`config.mk`:
```
export PLATFORM = sky130hd
export DESIGN_NAME = scs_top
export DESIGN_NICKNAME = d
export VERILOG_FILES = /design/src/shared/scs_pkg.sv /design/src/verilog/scs_top.sv /design/src/verilog/scs_tick_gen.sv /design/src/verilog/scs_irq.sv
export VERILOG_INCLUDE_DIRS = /design/src /design/src/shared
export SDC_FILE = /design/constraint.sdc
export NUM_CORES = 1
export LEC_CHECK = 0
export ABC_AREA = 0
export BUFFER_PORTS_ARGS = -buffer_cell sky130_fd_sc_hd__buf_2
export CAP_MARGIN = 15
export CORE_UTILIZATION = 50
export DETAILED_ROUTE_END_ITERATION = 10
export PLACE_DENSITY_LB_ADDON = 0.12
export SLEW_MARGIN = 20
export SYNTH_ARGS = -nofsm -noshare
export SYNTH_HDL_FRONTEND = slang
export SYNTH_SLANG_ARGS = --single-unit
```
`constraint.sdc`:
```
create_clock -name clk -period 6.1 [get_ports clk]
set_input_delay 1.525 -clock clk [delete_from_list [all_inputs] [get_ports clk]]
set_output_delay 1.525 -clock clk [all_outputs]
set_load 0.05 [all_outputs]
```
`src/shared/scs_params.svh`:
```
// Constants for the system calibration sequencer.
`ifndef SCS_PARAMS_SVH
`define SCS_PARAMS_SVH
`define SCS_ADDR_CTRL        4'h0
`define SCS_ADDR_FILTER      4'h1
`define SCS_ADDR_STATUS      4'h2
`define SCS_ADDR_IRQ_STAT    4'h3
`define SCS_ADDR_IRQ_MASK    4'h4
`define SCS_ADDR_ZS_COEF     4'h5
`define SCS_ADDR_FS_COEF     4'h6
`define SCS_ADDR_DATA        4'h7
`define SCS_CTRL_MODE_LO     0
`define SCS_CTRL_MODE_HI     1
`define SCS_CTRL_BIPOLAR     2
`define SCS_CTRL_GAIN_LSB    4
`define SCS_MOD_TICK_MCLK    128
`define SCS_CAL_PERIODS      3
`define SCS_CONV_PERIODS     1
`define SCS_FILTER_RESET     16'h0004
`define SCS_ZS_COEF_RESET    32'h0000_0000
`define SCS_FS_COEF_RESET    32'h0080_0000
`define SCS_IRQ_CAL_DONE     0
`define SCS_IRQ_DATA_NEW     1
`define SCS_IRQ_IGNORED      2
`define SCS_MIN_SPAN_X100    210'd0
`endif

```
`src/shared/scs_pkg.sv`:
```
// Types shared by the system calibration sequencer files.
package scs_pkg;
	typedef enum logic [1:0] {
		SCS_MODE_NORMAL = 2'b00,
		SCS_MODE_SELF   = 2'b01,
		SCS_MODE_ZS_SYS = 2'b10,
		SCS_MODE_FS_SYS = 2'b11
	} scs_mode_t;

	typedef enum logic [1:0] {
		SCS_ST_IDLE = 2'b00,
		SCS_ST_SYNC = 2'b01,
		SCS_ST_CAL  = 2'b10,
		SCS_ST_CONV = 2'b11
	} scs_state_t;

	typedef struct packed {
		logic [3:0]  addr;
		logic [31:0] wdata;
		logic        wr;
		logic        rd;
	} scs_bus_req_t;

	typedef struct packed {
		logic [31:0] sample;
		logic        valid;
	} scs_sample_t;
endpackage

```
`src/verilog/scs_top.sv`:
```
// System calibration sequencer with register port and ready line.
`timescale 1ns/100ps
`include "scs_params.svh"
module scs_top #(
	parameter int MOD_DIV = `SCS_MOD_TICK_MCLK,
	parameter int CAL_PERIODS = `SCS_CAL_PERIODS,
	parameter int CONV_PERIODS = `SCS_CONV_PERIODS
) (
	input  wire logic                 clk,
	input  wire logic                 rst_n,
	input  wire scs_pkg::scs_bus_req_t bus_req,
	output logic [31:0]               rd_data,
	input  wire scs_pkg::scs_sample_t sample_in,
	output logic [2:0]                gain_sel,
	output logic                      bipolar,
	output logic                      data_ready_n,
	output logic                      irq
);
	scs_pkg::scs_state_t state;
	scs_pkg::scs_state_t next_state;
	scs_pkg::scs_mode_t  cal_mode;
	scs_pkg::scs_mode_t  next_cal_mode;
	logic [2:0]  period_cnt;
	logic [2:0]  next_period_cnt;
	logic [15:0] rate_div;
	logic [15:0] next_rate_div;
	logic [31:0] zs_coef;
	logic [31:0] next_zs_coef;
	logic [31:0] fs_coef;
	logic [31:0] next_fs_coef;
	logic [31:0] data_word;
	logic [31:0] next_data_word;
	logic [2:0]  next_gain_sel;
	logic        next_bipolar;
	logic        next_data_ready_n;
	logic [31:0] next_rd_data;
	logic        mod_tick;
	logic        period_tick;
	logic        restart;
	logic        cal_cmd;
	logic        cal_done;
	logic        data_new;
	logic        stat_rd;
	logic [2:0]  irq_status;
	logic [2:0]  irq_mask;
	logic [2:0]  irq_events;

	//------------------------------------------------------------
	// Command decode
	//------------------------------------------------------------
	function automatic logic hit(input logic [3:0] a, input logic [3:0] r);
		hit = (a == r);
	endfunction

	logic       wr_ctrl;
	logic [1:0] wr_mode;
	logic       wr_filter;
	logic       wr_mask;
	logic       rd_word;
	logic       cmd_ignored;

	assign wr_ctrl = bus_req.wr && hit(bus_req.addr, `SCS_ADDR_CTRL);
	assign wr_filter = bus_req.wr && hit(bus_req.addr, `SCS_ADDR_FILTER);
	assign wr_mask = bus_req.wr && hit(bus_req.addr, `SCS_ADDR_IRQ_MASK);
	assign rd_word = bus_req.rd && hit(bus_req.addr, `SCS_ADDR_DATA);
	assign wr_mode = {bus_req.wdata[`SCS_CTRL_MODE_HI],
		bus_req.wdata[`SCS_CTRL_MODE_LO]};

	assign cal_cmd = wr_ctrl && wr_mode[1]
		&& (state == scs_pkg::SCS_ST_IDLE);
	// A step command outside idle is dropped and reported.
	assign cmd_ignored = wr_ctrl && wr_mode[1] && !cal_cmd;
	assign stat_rd = bus_req.rd && hit(bus_req.addr, `SCS_ADDR_IRQ_STAT);

	//------------------------------------------------------------
	// Period timer
	//------------------------------------------------------------
	// restart the period timer at each accepted step command.
	assign restart = cal_cmd;

	scs_tick_gen #(
		.MOD_DIV (MOD_DIV)
	) u_tick (
		.clk         (clk),
		.rst_n       (rst_n),
		.restart     (restart),
		.rate_div    (rate_div),
		.mod_tick    (mod_tick),
		.period_tick (period_tick)
	);

	//------------------------------------------------------------
	// Sequencer
	//------------------------------------------------------------
	always_comb begin
		next_state = state;
		next_cal_mode = cal_mode;
		next_period_cnt = period_cnt;
		next_data_word = data_word;
		next_data_ready_n = data_ready_n;
		cal_done = 1'b0;
		data_new = 1'b0;
		// Clearing on a data read lets the next word pull the line low.
		if (rd_word)
			next_data_ready_n = 1'b1;
		case (state)
			scs_pkg::SCS_ST_IDLE: begin
				if (cal_cmd) begin
					next_cal_mode = scs_pkg::scs_mode_t'(wr_mode);
					next_period_cnt = 3'h0;
					// a low line waits for the modulator tick.
					if (data_ready_n)
						next_state = scs_pkg::SCS_ST_CAL;
					else
						next_state = scs_pkg::SCS_ST_SYNC;
				end else if (sample_in.valid) begin
					next_data_word = sample_in.sample;
					next_data_ready_n = 1'b0;
					data_new = 1'b1;
				end
			end
			scs_pkg::SCS_ST_SYNC: begin
				// rise at the next modulator tick.
				if (mod_tick) begin
					next_data_ready_n = 1'b1;
					next_state = scs_pkg::SCS_ST_CAL;
				end
				if (period_tick)
					next_period_cnt = period_cnt + 3'h1;
			end
			scs_pkg::SCS_ST_CAL: begin
				// held high while the step runs.
				next_data_ready_n = 1'b1;
				if (period_tick) begin
					next_period_cnt = period_cnt + 3'h1;
					if (period_cnt == 3'(CAL_PERIODS - 1)) begin
						next_cal_mode = scs_pkg::SCS_MODE_NORMAL;
						cal_done = 1'b1;
						next_state = scs_pkg::SCS_ST_CONV;
					end
				end
			end
			scs_pkg::SCS_ST_CONV: begin
				next_data_ready_n = 1'b1;
				// one normal conversion, ready falls at period four.
				if (period_tick) begin
					next_period_cnt = period_cnt + 3'h1;
					if (period_cnt == 3'(CAL_PERIODS + CONV_PERIODS - 1)) begin
						next_data_word = sample_in.sample;
						next_data_ready_n = 1'b0;
						data_new = 1'b1;
						next_state = scs_pkg::SCS_ST_IDLE;
					end
				end
			end
			default: next_state = scs_pkg::SCS_ST_IDLE;
		endcase
	end

	always_ff @(posedge clk or negedge rst_n) begin
		if (!rst_n) begin
			state <= scs_pkg::SCS_ST_IDLE;
			cal_mode <= scs_pkg::SCS_MODE_NORMAL;
			period_cnt <= 3'h0;
			data_word <= 32'h0000_0000;
			data_ready_n <= 1'b1;
		end else begin
			state <= next_state;
			cal_mode <= next_cal_mode;
			period_cnt <= next_period_cnt;
			data_word <= next_data_word;
			data_ready_n <= next_data_ready_n;
		end
	end

	//------------------------------------------------------------
	// Coefficient store
	//------------------------------------------------------------
	// only the running step's coefficient is loaded.
	// span limits belong to the analog front end; results stay raw.
	always_comb begin
		next_zs_coef = zs_coef;
		next_fs_coef = fs_coef;
		if (cal_done) begin
			if (cal_mode == scs_pkg::SCS_MODE_ZS_SYS)
				next_zs_coef = sample_in.sample;
			else
				next_fs_coef = sample_in.sample;
		end
	end

	always_ff @(posedge clk or negedge rst_n) begin
		if (!rst_n) begin
			zs_coef <= `SCS_ZS_COEF_RESET;
			fs_coef <= `SCS_FS_COEF_RESET;
		end else begin
			zs_coef <= next_zs_coef;
			fs_coef <= next_fs_coef;
		end
	end

	//------------------------------------------------------------
	// Configuration
	//------------------------------------------------------------
	// gain and polarity stay fixed across the step.
	always_comb begin
		next_gain_sel = gain_sel;
		next_bipolar = bipolar;
		next_rate_div = rate_div;
		if (wr_ctrl && state == scs_pkg::SCS_ST_IDLE) begin
			next_gain_sel = bus_req.wdata[`SCS_CTRL_GAIN_LSB +: 3];
			next_bipolar = bus_req.wdata[`SCS_CTRL_BIPOLAR];
		end
		if (wr_filter && bus_req.wdata[15:0] != 16'h0000)
			next_rate_div = bus_req.wdata[15:0];
	end

	always_ff @(posedge clk or negedge rst_n) begin
		if (!rst_n) begin
			gain_sel <= 3'h0;
			bipolar <= 1'b0;
			rate_div <= `SCS_FILTER_RESET;
		end else begin
			gain_sel <= next_gain_sel;
			bipolar <= next_bipolar;
			rate_div <= next_rate_div;
		end
	end

	//------------------------------------------------------------
	// Interrupts
	//------------------------------------------------------------
	assign irq_events = {cmd_ignored, data_new, cal_done};

	scs_irq #(
		.N (3)
	) u_irq (
		.clk        (clk),
		.rst_n      (rst_n),
		.event_in   (irq_events),
		.stat_rd    (stat_rd),
		.mask_wr    (wr_mask),
		.mask_wdata (bus_req.wdata[2:0]),
		.status     (irq_status),
		.mask       (irq_mask),
		.irq        (irq)
	);

	//------------------------------------------------------------
	// Read port
	//------------------------------------------------------------
	// Read data stands one cycle after the strobe and is zero otherwise.
	always_comb begin
		next_rd_data = 32'h0000_0000;
		if (!bus_req.rd)
			next_rd_data = 32'h0000_0000;
		else if (hit(bus_req.addr, `SCS_ADDR_CTRL))
			next_rd_data = {25'h0, gain_sel, 1'b0, bipolar, cal_mode};
		else if (hit(bus_req.addr, `SCS_ADDR_FILTER))
			next_rd_data = {16'h0000, rate_div};
		else if (hit(bus_req.addr, `SCS_ADDR_STATUS))
			next_rd_data = {27'h0, period_cnt, state};
		else if (hit(bus_req.addr, `SCS_ADDR_IRQ_STAT))
			next_rd_data = {29'h0, irq_status};
		else if (hit(bus_req.addr, `SCS_ADDR_IRQ_MASK))
			next_rd_data = {29'h0, irq_mask};
		else if (hit(bus_req.addr, `SCS_ADDR_ZS_COEF))
			next_rd_data = zs_coef;
		else if (hit(bus_req.addr, `SCS_ADDR_FS_COEF))
			next_rd_data = fs_coef;
		else if (hit(bus_req.addr, `SCS_ADDR_DATA))
			next_rd_data = data_word;
	end

	always_ff @(posedge clk or negedge rst_n) begin
		if (!rst_n)
			rd_data <= 32'h0000_0000;
		else
			rd_data <= next_rd_data;
	end
endmodule

```
`src/verilog/scs_tick_gen.sv`:
```
// Modulator tick and output-rate period strobes.
`timescale 1ns/100ps
`include "scs_params.svh"
module scs_tick_gen #(
	parameter int MOD_DIV = `SCS_MOD_TICK_MCLK
) (
	input  wire logic        clk,
	input  wire logic        rst_n,
	input  wire logic        restart,
	input  wire logic [15:0] rate_div,
	output logic             mod_tick,
	output logic             period_tick
);
	logic [7:0]  mod_cnt;
	logic [7:0]  next_mod_cnt;
	logic [15:0] per_cnt;
	logic [15:0] next_per_cnt;
	logic        next_mod_tick;
	logic        next_period_tick;

	// Output-rate periods are whole numbers of modulator ticks.
	always_comb begin
		next_mod_cnt = mod_cnt + 8'h01;
		next_per_cnt = per_cnt;
		next_mod_tick = 1'b0;
		next_period_tick = 1'b0;
		if (restart) begin
			next_mod_cnt = 8'h00;
			next_per_cnt = 16'h0000;
		end else if (mod_cnt == 8'(MOD_DIV - 1)) begin
			next_mod_cnt = 8'h00;
			next_mod_tick = 1'b1;
			if (per_cnt >= rate_div - 16'h0001) begin
				next_per_cnt = 16'h0000;
				next_period_tick = 1'b1;
			end else begin
				next_per_cnt = per_cnt + 16'h0001;
			end
		end
	end

	always_ff @(posedge clk or negedge rst_n) begin
		if (!rst_n) begin
			mod_cnt <= 8'h00;
			per_cnt <= 16'h0000;
			mod_tick <= 1'b0;
			period_tick <= 1'b0;
		end else begin
			mod_cnt <= next_mod_cnt;
			per_cnt <= next_per_cnt;
			mod_tick <= next_mod_tick;
			period_tick <= next_period_tick;
		end
	end
endmodule

```
`src/verilog/scs_irq.sv`:
```
// Sticky event status, mask and interrupt output.
`timescale 1ns/100ps
module scs_irq #(
	parameter int N = 3
) (
	input  wire logic         clk,
	input  wire logic         rst_n,
	input  wire logic [N-1:0] event_in,
	input  wire logic         stat_rd,
	input  wire logic         mask_wr,
	input  wire logic [N-1:0] mask_wdata,
	output logic      [N-1:0] status,
	output logic      [N-1:0] mask,
	output logic              irq
);
	logic [N-1:0] next_status;
	logic [N-1:0] next_mask;

	// A new event in the clearing read's cycle stays set.
	always_comb begin
		next_status = (stat_rd ? {N{1'b0}} : status) | event_in;
		next_mask = mask_wr ? mask_wdata : mask;
	end

	always_ff @(posedge clk or negedge rst_n) begin
		if (!rst_n) begin
			status <= '0;
			mask <= '0;
		end else begin
			status <= next_status;
			mask <= next_mask;
		end
	end

	assign irq = |(status & mask);
endmodule

```
; ---- After elaboration in Yosys (flattened, before gate mapping)
; Index checks and enable logic that the tools add are counted.
[totals]
ff_bits = 188
output_inout_bits = 38
elab_cells = 128
[op_classes]
addsub = 4
n_lt_le_gt_ge = 1
n_eq_ne = 23
muxes = 55
bitwise_logic = 3
n_reduce_logical = 25
[op_table]
columns = op, count
row1 = $mux 32, 13
row2 = $pmux 32 s2, 1
row3 = $mux 16, 3
row4 = $mux 2, 10
row5 = $mux 1, 18
row6 = $add 16x1->16 const B, 1
row7 = $eq 4x3->1 const B, 4
row8 = $ge 16x16->1, 1
row9 = $mux 8, 2
row10 = $reduce_bool 16->1, 1
row11 = $sub 16x1->16 const B, 1
row12 = $logic_and 1x1->1, 10
row13 = $ne 2x2->1 const B, 5
row14 = $mux 3, 3
row15 = $add 8x1->8 const B, 1
row16 = $eq 4x2->1 const B, 2
row17 = $eq 8x7->1 const B, 1
row18 = $ne 2x1->1 const B, 4
row19 = $pmux 2 s4, 1
row20 = $eq 2x2->1 const B, 3
row21 = $eq 3x2->1 const B, 2
row22 = $pmux 3 s2, 1
row23 = $reduce_and 2->1, 3
row24 = $reduce_and 6->1, 1
row25 = other kinds (16), 19

; ---- Longest topological paths before layout
[depth]
ltp_word = 10
ltp_mapped = 13
depth_no_buf = 12

; ---- Cells and area by module
; A second synthesis with hierarchy kept.
[unflattened]
cells_unflattened = 773
hier_area_um2 = 9116.2
[modules_own_cells]
columns = module, n_inst, cells_per_inst, area_each_um2, seq_area_each_um2
row1 = scs_top, 1, 550, 6981.7, 3907.5
row2 = scs_tick_gen, 1, 208, 1910.6, 650.6
row3 = scs_irq, 1, 15, 224.0, 150.1

; ---- Worst setup path before layout
; OpenSTA, ideal clock, no wires.
[synth_path]
kind = reg-to-reg
start = reg rate_div[9]
end = reg u_tick.per_cnt[6]
setup_ps = 87
arrival_time_ps = 3006
required_time_ps = 6013
setup_slack_ps = 3007
stages_incl_launch_ff = 13
path_buffers = 1
synth_period_minus_slack_ps = 3093
cell_sequence = dfrtp_1 > or3_1 > or3_1 > or3_1 > nor3_2 > xnor2_1 > ha_1 > a21oi_1 > o21ai_0 > nor3_4 > nand2_1 > buf_4 > o211ai_1
[synth_between]
elab_chain_cells = 5
[synth_lines]
columns = item, line
row1 = "start, declared", scs_top.sv:25  ; logic [15:0] rate_div;
row2 = "start signal, assigned", scs_top.sv:222  ; rate_div <= `SCS_FILTER_RESET;
row3 = "start signal, assigned", scs_top.sv:226  ; rate_div <= next_rate_div;
row4 = $sub 16x1->16, scs_tick_gen.sv:33  ; if (per_cnt >= rate_div - 16'h0001) begin
row5 = $ge 16x16->1, scs_tick_gen.sv:33
row6 = $mux 16, scs_tick_gen.sv:33
row7 = $mux 16, scs_tick_gen.sv:30  ; end else if (mod_cnt == 8'(MOD_DIV - 1)) begin
row8 = $mux 16, scs_tick_gen.sv:27  ; if (restart) begin
row9 = "end signal, assigned", scs_tick_gen.sv:50  ; per_cnt <= next_per_cnt;
row10 = "end, declared", scs_tick_gen.sv:16  ; logic [15:0] per_cnt;
; Every way passes these cells. The select of a mux whose other input is x is not followed.
; A chain may end at the register's enable or synchronous reset.

; ---- Final worst setup path
[layout_path]
start = reg rate_div[9]
end = reg u_tick.per_cnt[13]
; The elaborated chain is that of the path after synthesis.

==> metrics.log <==
[metrics] first-iteration detailed-routing DRC count: 371
[metrics] dominant synthesized flop cell: sky130_fd_sc_hd__dfrtp_1
[metrics] DRT Wirelength: 20,490 um
[metrics] power per standard cell area: 353.5 mW/mm^2
[metrics] Overflow after GRT: 0
[metrics] antenna violations before repair: 0
[metrics] clock transition at the register clock pins on the worst setup and hold paths after CTS: 70 ps
[metrics] maximum capacitance violations: 0
[metrics] GRT Total Usage: 23.90%
[metrics] worst endpoint data arrival time: between 4000 and 5000 ps
[metrics] final count of negative-setup-slack endpoints: 0
[metrics] number of buffer cells added on primary ports: 94
[metrics] maximum net fanout on the critical path: 18
[metrics] share of total power consumed by net switching: between 30% and 40%
[metrics] core utilization of the finished layout: 58.91%
[metrics] Total Negative Setup Slacks: 0 ps
[metrics] net switching power of the design: about 1.2 mW
[metrics] FFs w/ async S/R, synth: between 90% and 100%
[metrics] routed length on met2: around 10,000 um
[metrics] maximum buffer depth of the clock tree: 2
[metrics] routed vias: between 6,000 and 7,000
[metrics] unrepaired setup endpoints after global routing: no
[metrics] DRC viols: 0
[metrics] total routed wire length on the met1 layer: 9108 um
[metrics] post-layout net count: 939
[metrics] met3 routed WL: 1110 um
[metrics] initial core utilization: 51.77%
[metrics] maximum ir drop on the vdd rail: 0.0002044 V
[metrics] final clock period utilization by the worst path: roughly 66%
[metrics] post-layout min period: 4048 ps
[metrics] number of global-route vias before repair: 6,601
[metrics] number of iterations in the first detailed-routing pass: 5
[metrics] post-synth top area share: 51.17%
[metrics] synth-to-layout area growth: 13.80%
[metrics] kind of end point of the critical path: flip-flop
[metrics] Seq pwr share: 44.9%
[metrics] HPWL after detailed placement: 14,080 um
[metrics] Syn Nets: 854
[metrics] Mapped Area: 0.009047 mm^2
[metrics] required time reported for the critical path endpoint: 6430 ps
[metrics] achievable frequency: 247.1 MHz
[metrics] post-cts gate resize count: 0
[metrics] vertical die dimension: between 100 and 150 um
[metrics] clock tree sinks: around 190
[metrics] post-route ant nets: 0
[metrics] pins over their slew limit: 0
[metrics] Core ar.: 0.01748 mm^2
[metrics] buffer cell driving the clock tree root: sky130_fd_sc_hd__clkbuf_16
[metrics] Setup Buffers After CTS: 0
[metrics] category of the worst setup path launch point: flip-flop
[metrics] Site Rows: between 40 and 50
[metrics] Via density: 5.878
[metrics] Critical Setup Path Class: reg2reg
[metrics] global-route wire length before repair: 34,040 um
[metrics] leading post-synthesis cells by cell area: sky130_fd_sc_hd__dfrtp_1 51%, sky130_fd_sc_hd__mux2_2 18%, sky130_fd_sc_hd__ha_1 3.6%, sky130_fd_sc_hd__nor2_1 2.6%, sky130_fd_sc_hd__a22oi_1 2.2%
[metrics] combinational power share: 25.0%
[metrics] clock insertion delay at the later pin of the skew report: 430 ps
[metrics] clock share of power: 30.1%
[metrics] worst setup skew after layout: 9.930 ps
[metrics] number of warnings reported in the yosys synthesis log: 0
[metrics] proportion of layout cells with a drive suffix above 1: 34.94%
[metrics] number of synthesized register bits: between 150 and 200
[metrics] synthesized area divided by synthesized cell count: 11.98 um^2
[metrics] number of diodes added for antenna fixing: 0
[metrics] leakage power summed over all cells: 4.816 nW
[metrics] uppermost routed layer: met4
[metrics] Die Width: around 140 um
[metrics] Post-CTS Hold Fix Bufs: 0
[metrics] number of enable flip-flop cells after synthesis: 0
[metrics] most frequent cell after synthesis: sky130_fd_sc_hd__dfrtp_1
[metrics] boundary pin count: 111
[metrics] Seq/Total Area, Yosys: 52.04%
[metrics] DIE AREA: 0.01864 mm^2
[metrics] largest net degree at the start of global routing: 113
[metrics] type of the tightest min-delay check: reg2reg
[metrics] synth unique cells: 62
[metrics] CTS tree: yes
[metrics] internal power: 2.468 mW
[metrics] Least-Margin Pin Slew: 1048 ps
[metrics] number of instances in the synthesized netlist: 755
[metrics] top cells by instance count after synthesis: 185 x sky130_fd_sc_hd__dfrtp_1, 146 x sky130_fd_sc_hd__mux2_2, 62 x sky130_fd_sc_hd__nor2_1
[metrics] post-detailed-route wirelength per cell: 19.00 um
[metrics] worst slew slack as a fraction of its limit: 29.97%
[metrics] final hold violation count: 0
[metrics] CTS buffer count: 17
[metrics] run status: complete, no violations
[metrics] GPL Wtd Cong: 0.8650
[metrics] Max H-tree Level: 4
[metrics] library cell occupying the most area in the post-synthesis netlist: sky130_fd_sc_hd__dfrtp_1
registers in the layout, indices dropped and copies added (netlist names):
register / count
u_irq.mask: 3
u_tick.per_cnt: 16
data_word: 32
period_cnt: 3
u_irq.status: 3
rate_div: 16
rd_data: 32
bipolar: 1
cal_mode: 2
fs_coef: 32
data_ready_n: 1
u_tick.period_tick: 1
zs_coef: 32
u_tick.mod_tick: 1
u_tick.mod_cnt: 8
state: 2
gain_sel: 3
area by class of cell:
class	instances	area, um^2
Timing Repair Buffer	104	554.3
Sequential cell	188	4708
Clock buffer	17	425.4
Fill cell	1434	7181
Clock inverter	15	153.9
Tap cell	225	281.5
Inverter	21	78.83
Multi-Input combinational cell	508	4094
path summary, 6_finish.rpt:
path / start / to / slack (ps) / cells after the start
worst max-delay path: rate_div[9]$_DFFE_PN0P_ / u_tick.per_cnt[13]$_DFFE_PN0P_ / 2050 / 11
worst min-delay path: u_tick.mod_cnt[0]$_DFF_PN0_ / u_tick.mod_cnt[0]$_DFF_PN0_ / 490 / 1
worst max register to register: rate_div[9]$_DFFE_PN0P_ / u_tick.per_cnt[13]$_DFFE_PN0P_ / 2050 / 11
worst min register to register: u_tick.mod_cnt[0]$_DFF_PN0_ / u_tick.mod_cnt[0]$_DFF_PN0_ / 490 / 1
max in group asynchronous: rst_n / data_word[27]$_DFFE_PN0P_ / 3820 / 2
min in group asynchronous: rst_n / rd_data[7]$_DFF_PN0_ / 1170 / 1
kinds of logic (layout without fill, tap and decap cells):
family                     after synthesis  count (layout)  synth area share [%]
AOI/OAI and AO/OA                      118             118                 8.810
xor gates and xnor gates                20              20                 1.936
adders and majority gates               26              26                 3.596
buffers and inverters                   59             157                 3.125
DFF                                    188             188                 52.04
muxes                                  156             156                 19.97
and+or+nand+nor                        188             188                 10.52
layout by cell type, fill, tap and decap left out, drive strengths merged, types with 8 or more instances in the layout:
| cell type | count |
|---|---|
| dfrtp | 185 |
| mux2 | 147 |
| buf | 103 |
| nor2 | 63 |
| nand3 | 34 |
| nand2 | 33 |
| inv | 29 |
| a22oi | 26 |
| ha | 26 |
| a21oi | 22 |
| o21ai | 21 |
| clkbuf | 18 |
| xnor2 | 12 |
| nor2b | 11 |
| nand4 | 9 |
| xor2 | 8 |
| a31oi | 8 |
| nor3 | 8 |
stage by stage:
step | total power [mW] | hold slack [ps] | worst slack (ps) | std cells | instance area (um^2)
detailed placement | 2.572 | 482.8 | 1798 | 1046 | 9708
CTS | 3.672 | 492.6 | 2052 | 1078 | 10290
global route | 3.838 | 508.9 | 1676 | 1078 | 10300
floorplan | 2.296 | 447.3 | 3007 | 755 | 9047
finish | 3.639 | 485.5 | 2052 | 1078 | 10300
global placement | 2.520 | 463.0 | 1859 | 1046 | 9708
routing by layer:
layer / GRT usage [%] / vias to the layer above
met5: 0 / -
met4: 6.543 / 0
met3: 5.704 / 22
met2: 39.73 / 156
met1: 31.19 / 3239
li1: - / 2919
worst max-delay path, cell delays in order, from the launching register on:
cell and delay [ps]:
sky130_fd_sc_hd__dfrtp_1 440, sky130_fd_sc_hd__or3_1 400, sky130_fd_sc_hd__or3_1 350, sky130_fd_sc_hd__or3_1 360
sky130_fd_sc_hd__nor3_2 180, sky130_fd_sc_hd__xnor2_1 160, sky130_fd_sc_hd__ha_1 290, sky130_fd_sc_hd__a21oi_1 150
sky130_fd_sc_hd__o21ai_0 210, sky130_fd_sc_hd__nor3_4 580, sky130_fd_sc_hd__nand2_1 450, sky130_fd_sc_hd__o311ai_1 380
power by group through the flow:
stage	Sequential [mW]	Combinational [mW]	Clock [mW]
2_1_floorplan	1.67	0.623	0
3_3_place_gp	1.64	0.879	0
3_5_place_dp	1.66	0.914	0
4_1_cts	1.63	0.923	1.12
5_1_grt	1.66	1.01	1.16
6_report	1.63	0.910	1.09
Power figures use the tool's default switching activity.
